===== config.mk =====
export PLATFORM = sky130hd
export DESIGN_NAME = tcl_loader
export DESIGN_NICKNAME = d
export VERILOG_FILES = /design/src/design/tcl_pkg.sv /design/src/design/tcl_flash_word_rd.sv /design/src/design/tcl_loader.sv /design/src/design/tcl_refresh_timer.sv
export VERILOG_INCLUDE_DIRS = /design/src /design/src/design
export SDC_FILE = /design/constraint.sdc
export NUM_CORES = 1
export LEC_CHECK = 0
export BUFFER_PORTS_ARGS = -buffer_cell sky130_fd_sc_hd__buf_4
export CAP_MARGIN = 5
export CORE_ASPECT_RATIO = 1.1
export CORE_MARGIN = 4
export CORE_UTILIZATION = 50
export CTS_CLUSTER_DIAMETER = 50
export DETAILED_ROUTE_END_ITERATION = 16
export PLACE_DENSITY = 0.83
export SLEW_MARGIN = 20
export SYNTH_ARGS = -nofsm -noshare
export SYNTH_HDL_FRONTEND = slang
export SYNTH_SLANG_ARGS = --single-unit

===== constraint.sdc =====
create_clock -name aclk -period 2.57 [get_ports aclk]
set_input_delay 0 -clock aclk [delete_from_list [all_inputs] [get_ports aclk]]
set_output_delay 0 -clock aclk [all_outputs]
set_load 0.05 [all_outputs]

===== src/design/tcl_defs.svh =====
// offsets, field positions, reset values and timing counts of the calibration loader
`ifndef TCL_DEFS_SVH
`define TCL_DEFS_SVH
// timing
`define TCL_CLK_PERIOD_NS 5
`define TCL_REFRESH_UNIT_NS 1000000
// flash map, byte addresses
`define TCL_OFS_BASE 11'h000
`define TCL_OFS_LAST 11'h15F
`define TCL_SPAN_BASE 11'h200
`define TCL_SPAN_LAST 11'h35F
`define TCL_CFG1_ADDR 11'h160
`define TCL_CFG2_ADDR 11'h162
`define TCL_OTC_ADDR 11'h166
`define TCL_STC_ADDR 11'h16A
`define TCL_PWRUP_ADDR 11'h16C
`define TCL_USER_BASE 11'h700
`define TCL_USER_BYTES 256
`define TCL_TABLE_ENTRIES 176
`define TCL_INDEX_MAX 8'hAF
// second config word: refresh interval select field
`define TCL_CFG2_REFR_LSB 0
`define TCL_CFG2_REFR_MSB 1
// reset values
`define TCL_CFG2_RST 16'h0002
`define TCL_WORD_RST 16'h0000
`define TCL_CTRL_RST 5'h01
// register byte offsets
`define TCL_REG_CTRL 8'h00
`define TCL_REG_STATUS 8'h04
`define TCL_REG_BANK 8'h08
`define TCL_REG_INDEX 8'h24
`define TCL_BANK_WORDS 7
// control bits
`define TCL_CTRL_RUN 0
`define TCL_CTRL_SERIAL 1
`define TCL_CTRL_DRIVE 2
`define TCL_CTRL_PIN_OUT 3
`define TCL_CTRL_RELOAD 4
// bus responses
`define TCL_RESP_OKAY 2'h0
`define TCL_RESP_SLVERR 2'h2
`endif


===== src/design/tcl_pkg.sv =====
// types of the calibration loader
package tcl_pkg;
  typedef enum logic [2:0] {
    TCL_S_IDLE = 3'b000,
    TCL_S_CFG = 3'b001,
    TCL_S_ADC = 3'b010,
    TCL_S_ADCW = 3'b011,
    TCL_S_OFS = 3'b100,
    TCL_S_SPN = 3'b101
  } tcl_state_t;

  typedef struct packed {
    logic [6:0] reserved;
    logic current_excitation;
    logic [1:0] current_mirror_ratio_sel;
    logic swap_inputs;
    logic [4:0] gain_step;
  } tcl_cfg1_t;

  typedef struct packed {
    logic [15:0] offset_dac_code;
    logic [15:0] span_dac_code;
    logic [15:0] offset_tempco_dac_code;
    logic [15:0] span_tempco_dac_code;
  } tcl_dac_codes_t;
endpackage


===== src/design/tcl_flash_word_rd.sv =====
// reads one 16-bit word from byte-wide flash, low byte first
`timescale 1ns/1ps
module tcl_flash_word_rd import tcl_pkg::*; (
  // clock and reset
  input wire logic aclk,
  input wire logic aresetn,
  // word request
  input wire logic start,
  input wire logic [10:0] byte_addr,
  output logic [15:0] word,
  output logic done,
  // flash byte port
  output logic flash_req,
  output logic [10:0] flash_addr,
  input wire logic [7:0] flash_rdata,
  input wire logic flash_ack
);
  logic high_q;
  logic [7:0] low_q;

  always_ff @(posedge aclk) begin
    if (!aresetn) begin
      flash_req <= 1'b0;
      flash_addr <= 11'h000;
      high_q <= 1'b0;
      low_q <= 8'h00;
      word <= 16'h0000;
      done <= 1'b0;
    end else begin
      done <= 1'b0;
      if (start && !flash_req) begin
        flash_req <= 1'b1;
        flash_addr <= {byte_addr[10:1], 1'b0};
        high_q <= 1'b0;
      end else if (flash_req && flash_ack && !high_q) begin
        low_q <= flash_rdata;
        flash_addr <= {flash_addr[10:1], 1'b1};
        high_q <= 1'b1;
      end else if (flash_req && flash_ack) begin
        flash_req <= 1'b0;
        word <= {flash_rdata, low_q};
        done <= 1'b1;
      end
    end
  end
endmodule


===== src/design/tcl_loader.sv =====
// temperature-indexed calibration loader with its register file
`timescale 1ns/1ps
`include "tcl_defs.svh"
// Functional notes
// - each refresh loads offset entry at index
// - offset table holds 176 sixteen-bit entries
// - span table, same index, feeds span code
// - span code sets excitation; tempco in current mode
// - one conversion per interval, stored as index
// - index is truncated eight-bit integer
// - all four codes take any 16-bit value
// - config, tables, tempco kept as flash words
// - 256 user bytes never touched by loader
// - config bit swaps bridge inputs
// - config field picks one of four ratios
// - gain picked from 32 steps
// - shared pin: analog or serial, never both
// - index saturates between 0x00 and 0xAF
// - tables at 0x000-0x15F and 0x200-0x35F
// - low byte even address, high byte odd
module tcl_loader import tcl_pkg::*; #(
  parameter int unsigned REFRESH_UNIT_CYC = `TCL_REFRESH_UNIT_NS / `TCL_CLK_PERIOD_NS
) (
  // clock and reset
  input wire logic aclk,
  input wire logic aresetn,
  // axi4-lite slave
  input wire logic [7:0] s_axil_awaddr,
  input wire logic s_axil_awvalid,
  output logic s_axil_awready,
  input wire logic [31:0] s_axil_wdata,
  input wire logic [3:0] s_axil_wstrb,
  input wire logic s_axil_wvalid,
  output logic s_axil_wready,
  output logic [1:0] s_axil_bresp,
  output logic s_axil_bvalid,
  input wire logic s_axil_bready,
  input wire logic [7:0] s_axil_araddr,
  input wire logic s_axil_arvalid,
  output logic s_axil_arready,
  output logic [31:0] s_axil_rdata,
  output logic [1:0] s_axil_rresp,
  output logic s_axil_rvalid,
  input wire logic s_axil_rready,
  // flash byte port
  output logic flash_req,
  output logic [10:0] flash_addr,
  input wire logic [7:0] flash_rdata,
  input wire logic flash_ack,
  // temperature adc
  output logic adc_start,
  input wire logic adc_done,
  input wire logic [7:0] adc_result,
  // analog settings
  output tcl_dac_codes_t dac_codes,
  output logic [4:0] gain_step,
  output logic swap_inputs,
  output logic [1:0] current_mirror_ratio_sel,
  output logic span_tempco_to_excitation,
  output logic [15:0] power_up_setup_word,
  // shared output pin
  input wire logic shared_output_serial_pin_i,
  output logic shared_output_serial_pin_o,
  output logic shared_output_serial_pin_oe,
  output logic analog_output_en
);
  ////////////////////////////////////////////////////////////////////////////
  // declarations
  tcl_state_t state_q;
  logic [2:0] step_q;
  logic [7:0] index_q;
  logic rd_start_q;
  logic [10:0] rd_addr_q;
  logic [15:0] rd_word;
  logic rd_done;
  logic tick;
  logic boot_q;
  logic loaded_q;
  logic [4:0] ctrl_q;
  logic run_prev_q;
  logic pin_meta_q;
  logic pin_sync_q;
  logic [15:0] bank_q [`TCL_BANK_WORDS];
  logic [`TCL_BANK_WORDS-1:0] ld_we;
  logic [`TCL_BANK_WORDS-1:0] sw_we;
  logic aw_hold_q;
  logic w_hold_q;
  logic [7:0] awaddr_q;
  logic [31:0] wdata_q;
  logic [3:0] wstrb_q;
  tcl_cfg1_t cfg1;

  ////////////////////////////////////////////////////////////////////////////
  // submodules
  tcl_refresh_timer #(
    .UNIT_CYC(REFRESH_UNIT_CYC)
  ) u_timer (
    .aclk(aclk),
    .aresetn(aresetn),
    .run(ctrl_q[`TCL_CTRL_RUN]),
    .sel(bank_q[1][`TCL_CFG2_REFR_MSB:`TCL_CFG2_REFR_LSB]),
    .tick(tick)
  );

  tcl_flash_word_rd u_rd (
    .aclk(aclk),
    .aresetn(aresetn),
    .start(rd_start_q),
    .byte_addr(rd_addr_q),
    .word(rd_word),
    .done(rd_done),
    .flash_req(flash_req),
    .flash_addr(flash_addr),
    .flash_rdata(flash_rdata),
    .flash_ack(flash_ack)
  );

  ////////////////////////////////////////////////////////////////////////////
  // loader decode
  logic [7:0] index_sat;
  logic [10:0] ofs_addr;
  logic [10:0] span_addr;
  logic [10:0] cfg_addr;
  logic [2:0] cfg_slot;
  logic reload_req;
  logic run_rise;

  assign index_sat = (adc_result > `TCL_INDEX_MAX) ? `TCL_INDEX_MAX : adc_result;
  assign ofs_addr = `TCL_OFS_BASE + {2'b00, index_q, 1'b0};
  assign span_addr = `TCL_SPAN_BASE + {2'b00, index_q, 1'b0};
  assign cfg_addr = (step_q == 3'h0) ? `TCL_CFG1_ADDR :
                    (step_q == 3'h1) ? `TCL_CFG2_ADDR :
                    (step_q == 3'h2) ? `TCL_OTC_ADDR :
                    (step_q == 3'h3) ? `TCL_STC_ADDR : `TCL_PWRUP_ADDR;
  assign cfg_slot = (step_q == 3'h0) ? 3'h0 :
                    (step_q == 3'h1) ? 3'h1 :
                    (step_q == 3'h2) ? 3'h4 :
                    (step_q == 3'h3) ? 3'h5 : 3'h6;
  assign run_rise = ctrl_q[`TCL_CTRL_RUN] && !run_prev_q;
  assign reload_req = boot_q || run_rise;

  ////////////////////////////////////////////////////////////////////////////
  // loader state machine
  always_ff @(posedge aclk) begin
    if (!aresetn) begin
      state_q <= TCL_S_IDLE;
      step_q <= 3'h0;
      index_q <= 8'h00;
      rd_start_q <= 1'b0;
      rd_addr_q <= 11'h000;
      adc_start <= 1'b0;
      boot_q <= 1'b1;
      loaded_q <= 1'b0;
    end else begin
      rd_start_q <= 1'b0;
      adc_start <= 1'b0;
      case (state_q)
        TCL_S_IDLE: begin
          if (reload_req && ctrl_q[`TCL_CTRL_RUN]) begin
            boot_q <= 1'b0;
            step_q <= 3'h0;
            rd_addr_q <= `TCL_CFG1_ADDR;
            rd_start_q <= 1'b1;
            state_q <= TCL_S_CFG;
          end else if (tick && ctrl_q[`TCL_CTRL_RUN]) begin
            state_q <= TCL_S_ADC;
          end
        end
        TCL_S_CFG: begin
          if (rd_done && step_q == 3'h4) begin
            state_q <= TCL_S_ADC;
          end else if (rd_done) begin
            step_q <= step_q + 3'h1;
            state_q <= TCL_S_CFG;
          end
          if (rd_done && step_q != 3'h4) begin
            rd_start_q <= 1'b1;
          end
          rd_addr_q <= rd_done ? rd_addr_q : cfg_addr;
          if (rd_done && step_q != 3'h4) begin
            rd_addr_q <= (step_q == 3'h0) ? `TCL_CFG2_ADDR :
                         (step_q == 3'h1) ? `TCL_OTC_ADDR :
                         (step_q == 3'h2) ? `TCL_STC_ADDR : `TCL_PWRUP_ADDR;
          end
        end
        TCL_S_ADC: begin
          adc_start <= 1'b1;
          state_q <= TCL_S_ADCW;
        end
        TCL_S_ADCW: begin
          if (adc_done) begin
            index_q <= index_sat;
            state_q <= TCL_S_OFS;
            rd_start_q <= 1'b1;
          end
        end
        TCL_S_OFS: begin
          rd_addr_q <= ofs_addr;
          if (rd_done) begin
            rd_addr_q <= span_addr;
            rd_start_q <= 1'b1;
            state_q <= TCL_S_SPN;
          end
        end
        TCL_S_SPN: begin
          if (rd_done) begin
            loaded_q <= 1'b1;
            state_q <= TCL_S_IDLE;
          end
        end
        default: begin
          state_q <= TCL_S_IDLE;
        end
      endcase
      if (state_q == TCL_S_ADCW && adc_done) begin
        rd_addr_q <= `TCL_OFS_BASE + {2'b00, index_sat, 1'b0};
      end
      // reload asked for while busy waits for idle
      if (run_rise && state_q != TCL_S_IDLE) begin
        boot_q <= 1'b1;
      end
    end
  end

  ////////////////////////////////////////////////////////////////////////////
  // axi4-lite write and read
  logic aw_hs;
  logic w_hs;
  logic b_hs;
  logic ar_hs;
  logic r_hs;
  logic do_write;
  logic aw_hold_n;
  logic w_hold_n;
  logic bvalid_n;
  logic rvalid_n;
  logic wr_bank_hit;
  logic [2:0] wr_bank_idx;
  logic wr_mapped;
  logic rd_bank_hit;
  logic [2:0] rd_bank_idx;
  logic rd_mapped;
  logic [7:0] wr_off;
  logic [7:0] rd_off;
  logic [15:0] wr_word16;
  logic [31:0] rd_mux;
  logic [31:0] status_word;

  assign aw_hs = s_axil_awvalid && s_axil_awready;
  assign w_hs = s_axil_wvalid && s_axil_wready;
  assign b_hs = s_axil_bvalid && s_axil_bready;
  assign ar_hs = s_axil_arvalid && s_axil_arready;
  assign r_hs = s_axil_rvalid && s_axil_rready;
  assign do_write = aw_hold_q && w_hold_q && !s_axil_bvalid;
  assign aw_hold_n = aw_hs ? 1'b1 : (do_write ? 1'b0 : aw_hold_q);
  assign w_hold_n = w_hs ? 1'b1 : (do_write ? 1'b0 : w_hold_q);
  assign bvalid_n = do_write ? 1'b1 : (b_hs ? 1'b0 : s_axil_bvalid);
  assign rvalid_n = ar_hs ? 1'b1 : (r_hs ? 1'b0 : s_axil_rvalid);

  assign wr_off = awaddr_q - `TCL_REG_BANK;
  assign wr_bank_hit = awaddr_q >= `TCL_REG_BANK && awaddr_q < `TCL_REG_INDEX
                       && awaddr_q[1:0] == 2'b00;
  assign wr_bank_idx = wr_off[4:2];
  assign wr_mapped = wr_bank_hit || awaddr_q == `TCL_REG_CTRL
                     || awaddr_q == `TCL_REG_STATUS || awaddr_q == `TCL_REG_INDEX;
  assign rd_off = s_axil_araddr - `TCL_REG_BANK;
  assign rd_bank_hit = s_axil_araddr >= `TCL_REG_BANK && s_axil_araddr < `TCL_REG_INDEX
                       && s_axil_araddr[1:0] == 2'b00;
  assign rd_bank_idx = rd_off[4:2];
  assign rd_mapped = rd_bank_hit || s_axil_araddr == `TCL_REG_CTRL
                     || s_axil_araddr == `TCL_REG_STATUS || s_axil_araddr == `TCL_REG_INDEX;
  assign status_word = {16'h0000, index_q, 5'h00, pin_sync_q, loaded_q,
                        state_q != TCL_S_IDLE};
  assign rd_mux = rd_bank_hit ? {16'h0000, bank_q[rd_bank_idx]} :
                  (s_axil_araddr == `TCL_REG_CTRL) ? {27'h0, ctrl_q} :
                  (s_axil_araddr == `TCL_REG_STATUS) ? status_word :
                  (s_axil_araddr == `TCL_REG_INDEX) ? {24'h0, index_q} : 32'h0;

  always_ff @(posedge aclk) begin
    if (!aresetn) begin
      aw_hold_q <= 1'b0;
      w_hold_q <= 1'b0;
      awaddr_q <= 8'h00;
      wdata_q <= 32'h0;
      wstrb_q <= 4'h0;
      s_axil_awready <= 1'b0;
      s_axil_wready <= 1'b0;
      s_axil_bvalid <= 1'b0;
      s_axil_bresp <= `TCL_RESP_OKAY;
      s_axil_arready <= 1'b0;
      s_axil_rvalid <= 1'b0;
      s_axil_rdata <= 32'h0;
      s_axil_rresp <= `TCL_RESP_OKAY;
    end else begin
      aw_hold_q <= aw_hold_n;
      w_hold_q <= w_hold_n;
      s_axil_awready <= !aw_hold_n && !bvalid_n;
      s_axil_wready <= !w_hold_n && !bvalid_n;
      s_axil_bvalid <= bvalid_n;
      s_axil_arready <= !rvalid_n;
      s_axil_rvalid <= rvalid_n;
      if (aw_hs) begin
        awaddr_q <= s_axil_awaddr;
      end
      if (w_hs) begin
        wdata_q <= s_axil_wdata;
        wstrb_q <= s_axil_wstrb;
      end
      if (do_write) begin
        s_axil_bresp <= wr_mapped ? `TCL_RESP_OKAY : `TCL_RESP_SLVERR;
      end
      if (ar_hs) begin
        s_axil_rdata <= rd_mux;
        s_axil_rresp <= rd_mapped ? `TCL_RESP_OKAY : `TCL_RESP_SLVERR;
      end
    end
  end

  ////////////////////////////////////////////////////////////////////////////
  // register bank: cfg1, cfg2, offset, span, offset tc, span tc, power-up
  assign wr_word16 = {wstrb_q[1] ? wdata_q[15:8] : bank_q[wr_bank_idx][15:8],
                      wstrb_q[0] ? wdata_q[7:0] : bank_q[wr_bank_idx][7:0]};

  genvar gi;
  generate
    for (gi = 0; gi < `TCL_BANK_WORDS; gi++) begin : g_bank
      assign sw_we[gi] = do_write && wr_bank_hit && wr_bank_idx == 3'(gi);
      assign ld_we[gi] = rd_done && ((state_q == TCL_S_CFG && cfg_slot == 3'(gi))
                         || (state_q == TCL_S_OFS && gi == 2)
                         || (state_q == TCL_S_SPN && gi == 3));
      always_ff @(posedge aclk) begin
        if (!aresetn) begin
          bank_q[gi] <= (gi == 1) ? `TCL_CFG2_RST : `TCL_WORD_RST;
        end else if (ld_we[gi]) begin
          bank_q[gi] <= rd_word;
        end else if (sw_we[gi]) begin
          bank_q[gi] <= wr_word16;
        end
      end
    end
  endgenerate

  ////////////////////////////////////////////////////////////////////////////
  // control, pin and analog settings
  always_ff @(posedge aclk) begin
    if (!aresetn) begin
      ctrl_q <= `TCL_CTRL_RST;
      run_prev_q <= 1'b0;
      pin_meta_q <= 1'b0;
      pin_sync_q <= 1'b0;
      shared_output_serial_pin_o <= 1'b0;
      shared_output_serial_pin_oe <= 1'b0;
      analog_output_en <= 1'b0;
    end else begin
      run_prev_q <= ctrl_q[`TCL_CTRL_RUN];
      if (do_write && awaddr_q == `TCL_REG_CTRL && wstrb_q[0]) begin
        ctrl_q <= wdata_q[4:0];
      end else begin
        ctrl_q[`TCL_CTRL_RELOAD] <= 1'b0;
      end
      if (ctrl_q[`TCL_CTRL_RELOAD]) begin
        run_prev_q <= 1'b0;
      end
      pin_meta_q <= shared_output_serial_pin_i;
      pin_sync_q <= pin_meta_q;
      shared_output_serial_pin_o <= ctrl_q[`TCL_CTRL_PIN_OUT];
      shared_output_serial_pin_oe <= ctrl_q[`TCL_CTRL_SERIAL]
                                     && ctrl_q[`TCL_CTRL_DRIVE];
      analog_output_en <= !ctrl_q[`TCL_CTRL_SERIAL];
    end
  end

  assign cfg1 = tcl_cfg1_t'(bank_q[0]);
  assign gain_step = cfg1.gain_step;
  assign swap_inputs = cfg1.swap_inputs;
  assign current_mirror_ratio_sel = cfg1.current_mirror_ratio_sel;
  assign span_tempco_to_excitation = cfg1.current_excitation;
  assign power_up_setup_word = bank_q[6];
  assign dac_codes = {bank_q[2], bank_q[3], bank_q[4], bank_q[5]};

  ////////////////////////////////////////////////////////////////////////////
  // checks
  chk_index_saturated: assert property (@(posedge aclk) disable iff (!aresetn)
    index_q <= `TCL_INDEX_MAX) else $error("index above saturation bound");
  chk_adc_to_index: assert property (@(posedge aclk) disable iff (!aresetn)
    state_q == TCL_S_ADCW && adc_done |=> index_q == $past(index_sat) && state_q == TCL_S_OFS)
    else $error("conversion result not stored as index");
  chk_tick_starts_adc: assert property (@(posedge aclk) disable iff (!aresetn)
    state_q == TCL_S_IDLE && tick && ctrl_q[0] && !reload_req |=> ##1 adc_start)
    else $error("refresh tick did not start a conversion");
  chk_offset_loaded: assert property (@(posedge aclk) disable iff (!aresetn)
    state_q == TCL_S_OFS && rd_done |=> dac_codes.offset_dac_code == $past(rd_word))
    else $error("offset code not loaded from table");
  chk_ofs_addr_range: assert property (@(posedge aclk) disable iff (!aresetn)
    state_q == TCL_S_OFS && flash_req |-> flash_addr <= `TCL_OFS_LAST
    && flash_addr[8:1] == index_q) else $error("offset read outside table");
  chk_span_addr_range: assert property (@(posedge aclk) disable iff (!aresetn)
    state_q == TCL_S_SPN && flash_req |-> flash_addr >= `TCL_SPAN_BASE
    && flash_addr <= `TCL_SPAN_LAST && flash_addr[8:1] == index_q)
    else $error("span read outside table");
  chk_user_untouched: assert property (@(posedge aclk) disable iff (!aresetn)
    flash_req |-> flash_addr < `TCL_USER_BASE) else $error("loader read user bytes");
  chk_no_byte_mix: assert property (@(posedge aclk) disable iff (!aresetn)
    $changed(dac_codes.span_dac_code) |-> $past(rd_done) || $past(sw_we[3]))
    else $error("span code changed without a whole word");
  chk_pin_exclusive: assert property (@(posedge aclk) disable iff (!aresetn)
    shared_output_serial_pin_oe |-> !analog_output_en) else $error("pin driven in analog mode");
  chk_cfg1_loaded: assert property (@(posedge aclk) disable iff (!aresetn)
    state_q == TCL_S_CFG && step_q == 3'h0 && rd_done |=> bank_q[0] == $past(rd_word))
    else $error("first config word not loaded");
  cov_boot_load: cover property (@(posedge aclk) disable iff (!aresetn)
    state_q == TCL_S_CFG && step_q == 3'h4 && rd_done);
  cov_refresh_done: cover property (@(posedge aclk) disable iff (!aresetn)
    state_q == TCL_S_SPN && rd_done);
  cov_index_clamped: cover property (@(posedge aclk) disable iff (!aresetn)
    state_q == TCL_S_ADCW && adc_done && adc_result > `TCL_INDEX_MAX);
  cov_sw_tempco: cover property (@(posedge aclk) disable iff (!aresetn) sw_we[4]);
  cov_reload_deferred: cover property (@(posedge aclk) disable iff (!aresetn)
    run_rise && state_q != TCL_S_IDLE);
endmodule


===== src/design/tcl_refresh_timer.sv =====
// refresh interval timer, one tick per interval
`timescale 1ns/1ps
module tcl_refresh_timer import tcl_pkg::*; #(
  parameter int unsigned UNIT_CYC = 200000
) (
  // clock and reset
  input wire logic aclk,
  input wire logic aresetn,
  // control
  input wire logic run,
  input wire logic [1:0] sel,
  // event
  output logic tick
);
  logic [31:0] cnt_q;
  logic [31:0] period;
  logic at_end;

  // interval is the unit doubled sel times
  assign period = UNIT_CYC << sel;
  assign at_end = (cnt_q >= period - 32'h1);

  always_ff @(posedge aclk) begin
    if (!aresetn || !run || at_end) begin
      cnt_q <= 32'h0;
    end else begin
      cnt_q <= cnt_q + 32'h1;
    end
  end

  always_ff @(posedge aclk) begin
    if (!aresetn) begin
      tick <= 1'b0;
    end else begin
      tick <= run && at_end;
    end
  end
endmodule


# [Word-level counts from Yosys, hierarchy flattened]
# Memory sizes are Yosys's and may differ from the RTL's.
# Index checks and enable logic that the tools add are counted.
[totals] reg_bits=179 ramBits=112 in_bits=78 output_inout_bits=146 elab_cells=329 n_memories=1
[op_classes] n_addsub=6 n_lt_le_gt_ge=6 n_eq_ne=38 shift=1 mux=122 bitwise=17 reduce_logical=100
[memory_table] name="bank_q" words=7 word_bits=16 rd=9 rd_ports_with_merged_regs=0 wr=7 line="tcl_loader.sv:83" rtl="logic [15:0] bank_q [`TCL_BANK_WORDS];"
[op_table] cell="$mux W16" count=17
[op_table] cell="$mux W1" count=68
[op_table] cell="$mux W11" count=5
[op_table] cell="$logic_and A1 B1 Y1" count=49
[op_table] cell="$mux W3" count=14
[op_table] cell="$pmux W11 S3" count=1
[op_table] cell="$add A32 B1 Y32 const B" count=1
[op_table] cell="$ge A32 B32 Y1" count=1
[op_table] cell="$mux W8" count=4
[op_table] cell="$shl A18 B2 Y32 const A" count=1
[op_table] cell="$sub A32 B1 Y32 const B" count=1
[op_table] cell="$eq A3 B3 Y1 const B" count=9
[op_table] cell="$eq A3 B2 Y1 const B" count=8
[op_table] cell="$mux W4" count=5
[op_table] cell="$pmux W3 S6" count=1
[op_table] cell="$eq A8 B3 Y1 const B" count=2
[op_table] cell="$eq A8 B6 Y1 const B" count=2
[op_table] cell="$ge A8 B4 Y1 const B" count=2
[op_table] cell="$logic_not A8 Y1" count=2
[op_table] cell="$lt A8 B6 Y1 const B" count=2
[op_table] cell="$or A1 B1 Y1" count=14
[op_table] cell="$eq A3 B1 Y1 const B" count=4
[op_table] cell="$logic_not A3 Y1" count=4
[op_table] cell="$ne A3 B3 Y1 const B" count=4
[op_table] cell="25 further kinds" count=69

# [Depth between registers and ports, before layout]
[logic_depth] word_depth=14 ltp_mapped=13 depth_no_buf=12

# [Modules after synthesis]
# Synthesis repeated with hierarchy kept, for this count alone.
[hier_totals] cells_unflattened=1533 area_unflattened_um2=14562.7
[modules_own_cells] mod="tcl_loader" n_inst=1 cells_each=1135 area_per_inst_um2=11005.6 seq_area_each_um2=5144.9
[modules_own_cells] mod="tcl_refresh_timer" n_inst=1 cells_each=244 area_per_inst_um2=2237.1 seq_area_each_um2=660.6
[modules_own_cells] mod="tcl_flash_word_rd" n_inst=1 cells_each=154 area_per_inst_um2=1320.0 seq_area_each_um2=740.7

# [Worst setup path before layout]
# OpenSTA, ideal clock, no wires.
[synth_path] kind="reg-to-reg" start="mem bank_q[1][1]" end="reg u_timer.cnt_q[2]" setup_time_ps=78 arrival_ps=2639 required_time_ps=2492 slack_ps=-147 path_stages_with_launch=14 path_buffers=1 path_cell_list="edfxtp_1 -> inv_1 -> ha_1 -> inv_1 -> nand4_1 -> nor3_1 -> xnor2_1 -> ha_1 -> nand4_1 -> nor2_1 -> a22o_1 -> o311a_1 -> clkbuf_1 -> nor3_1"
[synth_lines] item="start: declaration" line="tcl_loader.sv:83"
[synth_lines] item="end signal: assignment" line="tcl_refresh_timer.sv:27" rtl="cnt_q <= cnt_q + 32'h1;"
[synth_lines] item="end: declaration" line="tcl_refresh_timer.sv:15" rtl="logic [31:0] cnt_q;"

==> impl_metrics.json <==
{
  "status": "complete, but fails checks",
  "finalHoldViolCount": 0,
  "skew_ns": 0.02327,
  "yosysTopAreaCell": "edfxtp_1",
  "cpPeakStageDelay_ns": 0.40,
  "io_buffers": 186,
  "peakVddDrop_v": 0.0005559,
  "max_freq_ghz": 0.3750,
  "intPower_uw": 8057,
  "yosysWarnings": 0,
  "min_period_ns": 2.667,
  "cap_violations": 0,
  "synth_top_cell_area_share_pct": 24.01,
  "num_io_pins": 224,
  "finalWirelength_mm": 49.74,
  "htree_levels": 1,
  "synthFlopType": "dfxtp_1",
  "path_class": "reg -> reg",
  "avgViaCountPerCell": 6.433,
  "rows": 64,
  "critPathRequiredTime_ns": 3.03,
  "min_to": "s_axil_rdata[9]",
  "worstHoldPathType": "in -> reg",
  "yosysSeqAreaShare_pct": 46.59,
  "dr.pass1.iters": 5,
  "fin_cells": 2067,
  "final_area_um2": 17920,
  "detail-route-antenna-nets": 0,
  "cts_sinks": 270,
  "crit_arrival_ns": 3.13,
  "cp_max_fo": 6,
  "cp_num_cells": 13,
  "holdWs_ns": 0.1758,
  "p_clk_share_pct": 38.5,
  "min_period_over_period_pct": 103.8,
  "yosysMostFrequentCell": "nand2_1",
  "synthTopCellsByCount": "nand2_1 (194), dfxtp_1 (158), edfxtp_1 (112)",
  "rrSetupSlack_ns": -0.1,
  "synth-seq-cells": 270,
  "antennaDiodeCount": 0,
  "hp-start": "s_axil_arvalid",
  "grt_max_degree": 52,
  "insertion_delay_ns": 0.58,
  "path_cells": "inv_2, ha_4, inv_2, nand4_1, nor3_2, xnor2_1, ha_1, nand4_1, nor2_1, a22o_1, o311a_4, buf_6, o21ba_4",
  "combPwrFrac_pct": 19.4,
  "cp-start-kind": "flip-flop",
  "hold-path-cell-count": 4,
  "synth_area_leaders": "edfxtp_1 (24%), dfxtp_1 (23%), a22o_1 (6.0%), nand2_1 (5.2%), a21oi_1 (3.4%)",
  "worst_pin_slew_ns": 0.9034,
  "dr_total_vias": 13298,
  "relSlewSlack_pct": 39.60,
  "switching_share_pct": 30.60,
  "r2r-start": "bank_q[1][0]",
  "cts_tree": "built",
  "cp_slowest_cell": "edfxtp_1",
  "dpl.cell_count": 1933,
  "die_x_um": 167.6,
  "reg2reg_depth": 13,
  "crit_family": "compound AO/OA/AOI/OAI gates",
  "async_flop_share_pct": 0,
  "slew_violations": 0,
  "die-height_um": 183.5,
  "worstSetupEndpointType": "flip-flop",
  "avgSynthCellArea_um2": 9.775,
  "violations": "setup timing",
  "clkTransAtPathRegs_ns": 0.07,
  "drive_gt1_share_pct": 25.00,
  "synth_cell_types": 79,
  "placed_area_um2": 16050,
  "p_leak_uw": 0.007001,
  "cts_root_buf": "clkbuf_16",
  "worst-path-buf-inv": 3,
  "rsz0062_at_grt": "true",
  "drc": 0,
  "nets": 1794,
  "area_growth_pct": 27.91,
  "power_density_nw_per_um2": 648.0,
  "cts_buffers": 30,
  "gp_congestion": 0.9525,
  "drtIter0Drc": 1835,
  "dieArea_um2": 30760,
  "core-area_um2": 27710,
  "syn_area_um2": 14010,
  "place_hpwl_mm": 32.28,
  "clockBufferDepth": 3,
  "p_seq_share_pct": 42.2,
  "synth-edff-count": 112,
  "grt_pass1_wl_mm": 75.75,
  "setup_ws_ns": -0.09688,
  "overflow": 0,
  "rr_endpoint": "u_timer.tick",
  "grt_usage_pct": 30.97,
  "initial_core_util_pct": 50.56,
  "power.switching_uw": 3552,
  "syn_inst": 1433,
  "crit_start": "bank_q[1][0]",
  "antenna_found_initial": 0,
  "setup_violations": 31,
  "first_global_vias": 13275,
  "wl_per_cell_um": 24.06
}
## worst min-delay path: cells and delay by family
| family | cells | cell delay, ns |
|---|---|---|
| and+or+nand+nor | 2 | 0.36 |
| AOI/OAI and AO/OA | 1 | 0.23 |
| buffers and inverters | 1 | 0.11 |
## cells in the final DEF, fill, tap and decap left out, types with 17 or more instances in the layout
cell / Yosys / layout
inv_1: 24 / 21
a21o_1: 18 / 18
buf_4: 30 / 255
a21oi_1: 95 / 95
xnor2_1: 21 / 21
clkbuf_16: 0 / 31
dfxtp_1: 158 / 158
a221oi_1: 17 / 17
mux2i_1: 31 / 31
nand2_1: 194 / 194
edfxtp_1: 112 / 112
o21ai_0: 42 / 42
a211oi_1: 19 / 19
o221ai_1: 23 / 22
dlygate4sd3_1: 0 / 73
ha_1: 36 / 35
a22o_1: 96 / 96
nor3_2: 4 / 34
conb_1: 2 / 28
nor2_1: 84 / 83
nand3_1: 31 / 30
## layer usage
| metal | GRT usage (%) | part of all wire [%] | up-vias |
|---|---|---|---|
| met4 | 18.05 | 6.9 | 0 |
| met5 | 0 | 0 | - |
| met3 | 6.667 | 11 | 237 |
| li1 | - | - | 5774 |
| met1 | 37.17 | 35 | 6342 |
| met2 | 51.62 | 47 | 945 |
## state kept, by name, summed over array words and instances (netlist names), 2 cells and up
| register | cells |
|---|---|
| u_rd.word | 16 |
| bank_q | 112 |
| wstrb_q | 2 |
| s_axil_rdata | 16 |
| rd_addr_q | 9 |
| u_rd.flash_addr | 9 |
| u_timer.cnt_q | 32 |
| wdata_q | 16 |
| state_q | 3 |
| awaddr_q | 8 |
| ctrl_q | 5 |
| step_q | 3 |
| u_rd.low_q | 8 |
| index_q | 8 |
## cell families (layout without fill, tap and decap cells)
kind of cell | Yosys count | after routing | share of synthesized area (%)
AOI/OAI and AO/OA | 401 | 401 | 20.86
xor gates and xnor gates | 30 | 30 | 1.876
adders and majority gates | 36 | 36 | 3.216
buffers and inverters | 173 | 418 | 5.878
DFF | 270 | 270 | 46.59
muxes | 55 | 55 | 5.431
other | 2 | 28 | 0.05362
and+or+nand+nor | 466 | 466 | 16.10
## power by group through the flow
stage,combinational [uW],clock (uW),sequential (uW)
after floorplan,1140,0,5190
after global placement,2040,0,4960
after detailed placement,2080,0,4970
after CTS,2180,4470,4880
after global routing,2390,4670,4910
final,2250,4460,4900
## what timing repair did
action,4_1_cts,5_1_grt
hold buffers,73,0
setup endpoints to repair,30,34
endpoints found under the hold margin,96,0
resized for setup,3,5
setup buffers,3,1
gates cloned,1,0
pin swaps,6,1
## how the worst max path moves through the flow
stage	endpoint	slack, ns
after floorplan	u_timer.cnt_q[2]	-0.11
after global placement	u_timer.cnt_q[10]	-0.0009
after detailed placement	u_timer.cnt_q[12]	-0.11
after CTS	u_timer.tick	-0.09
after global routing	u_timer.tick	-0.27
final	u_timer.tick	-0.1
## area by class of cell
| cell class | count | area, um^2 |
|---|---|---|
| Clock inverter | 18 | 211.5 |
| Fill cell | 2104 | 9789 |
| Clock buffer | 38 | 835.8 |
| Sequential cell | 270 | 6526 |
| Multi-Input combinational cell | 1016 | 6972 |
| Tap cell | 363 | 454.2 |
| Inverter | 25 | 93.84 |
| Timing Repair Buffer | 337 | 2824 |
## metrics by stage
step | TNS (ns) | total power, uW | utilization, % | setup slack (ns)
after global placement | -0.002482 | 7005 | 57.92 | -0.0008866
after CTS | -0.8942 | 11530 | 64.55 | -0.09478
after floorplan | -1.044 | 6338 | - | -0.1116
after detailed placement | -2.143 | 7051 | 57.92 | -0.1082
final | -0.8240 | 11610 | 64.67 | -0.09688
after global routing | -6.780 | 11960 | 64.67 | -0.2690
Power figures use the tool's default switching activity.
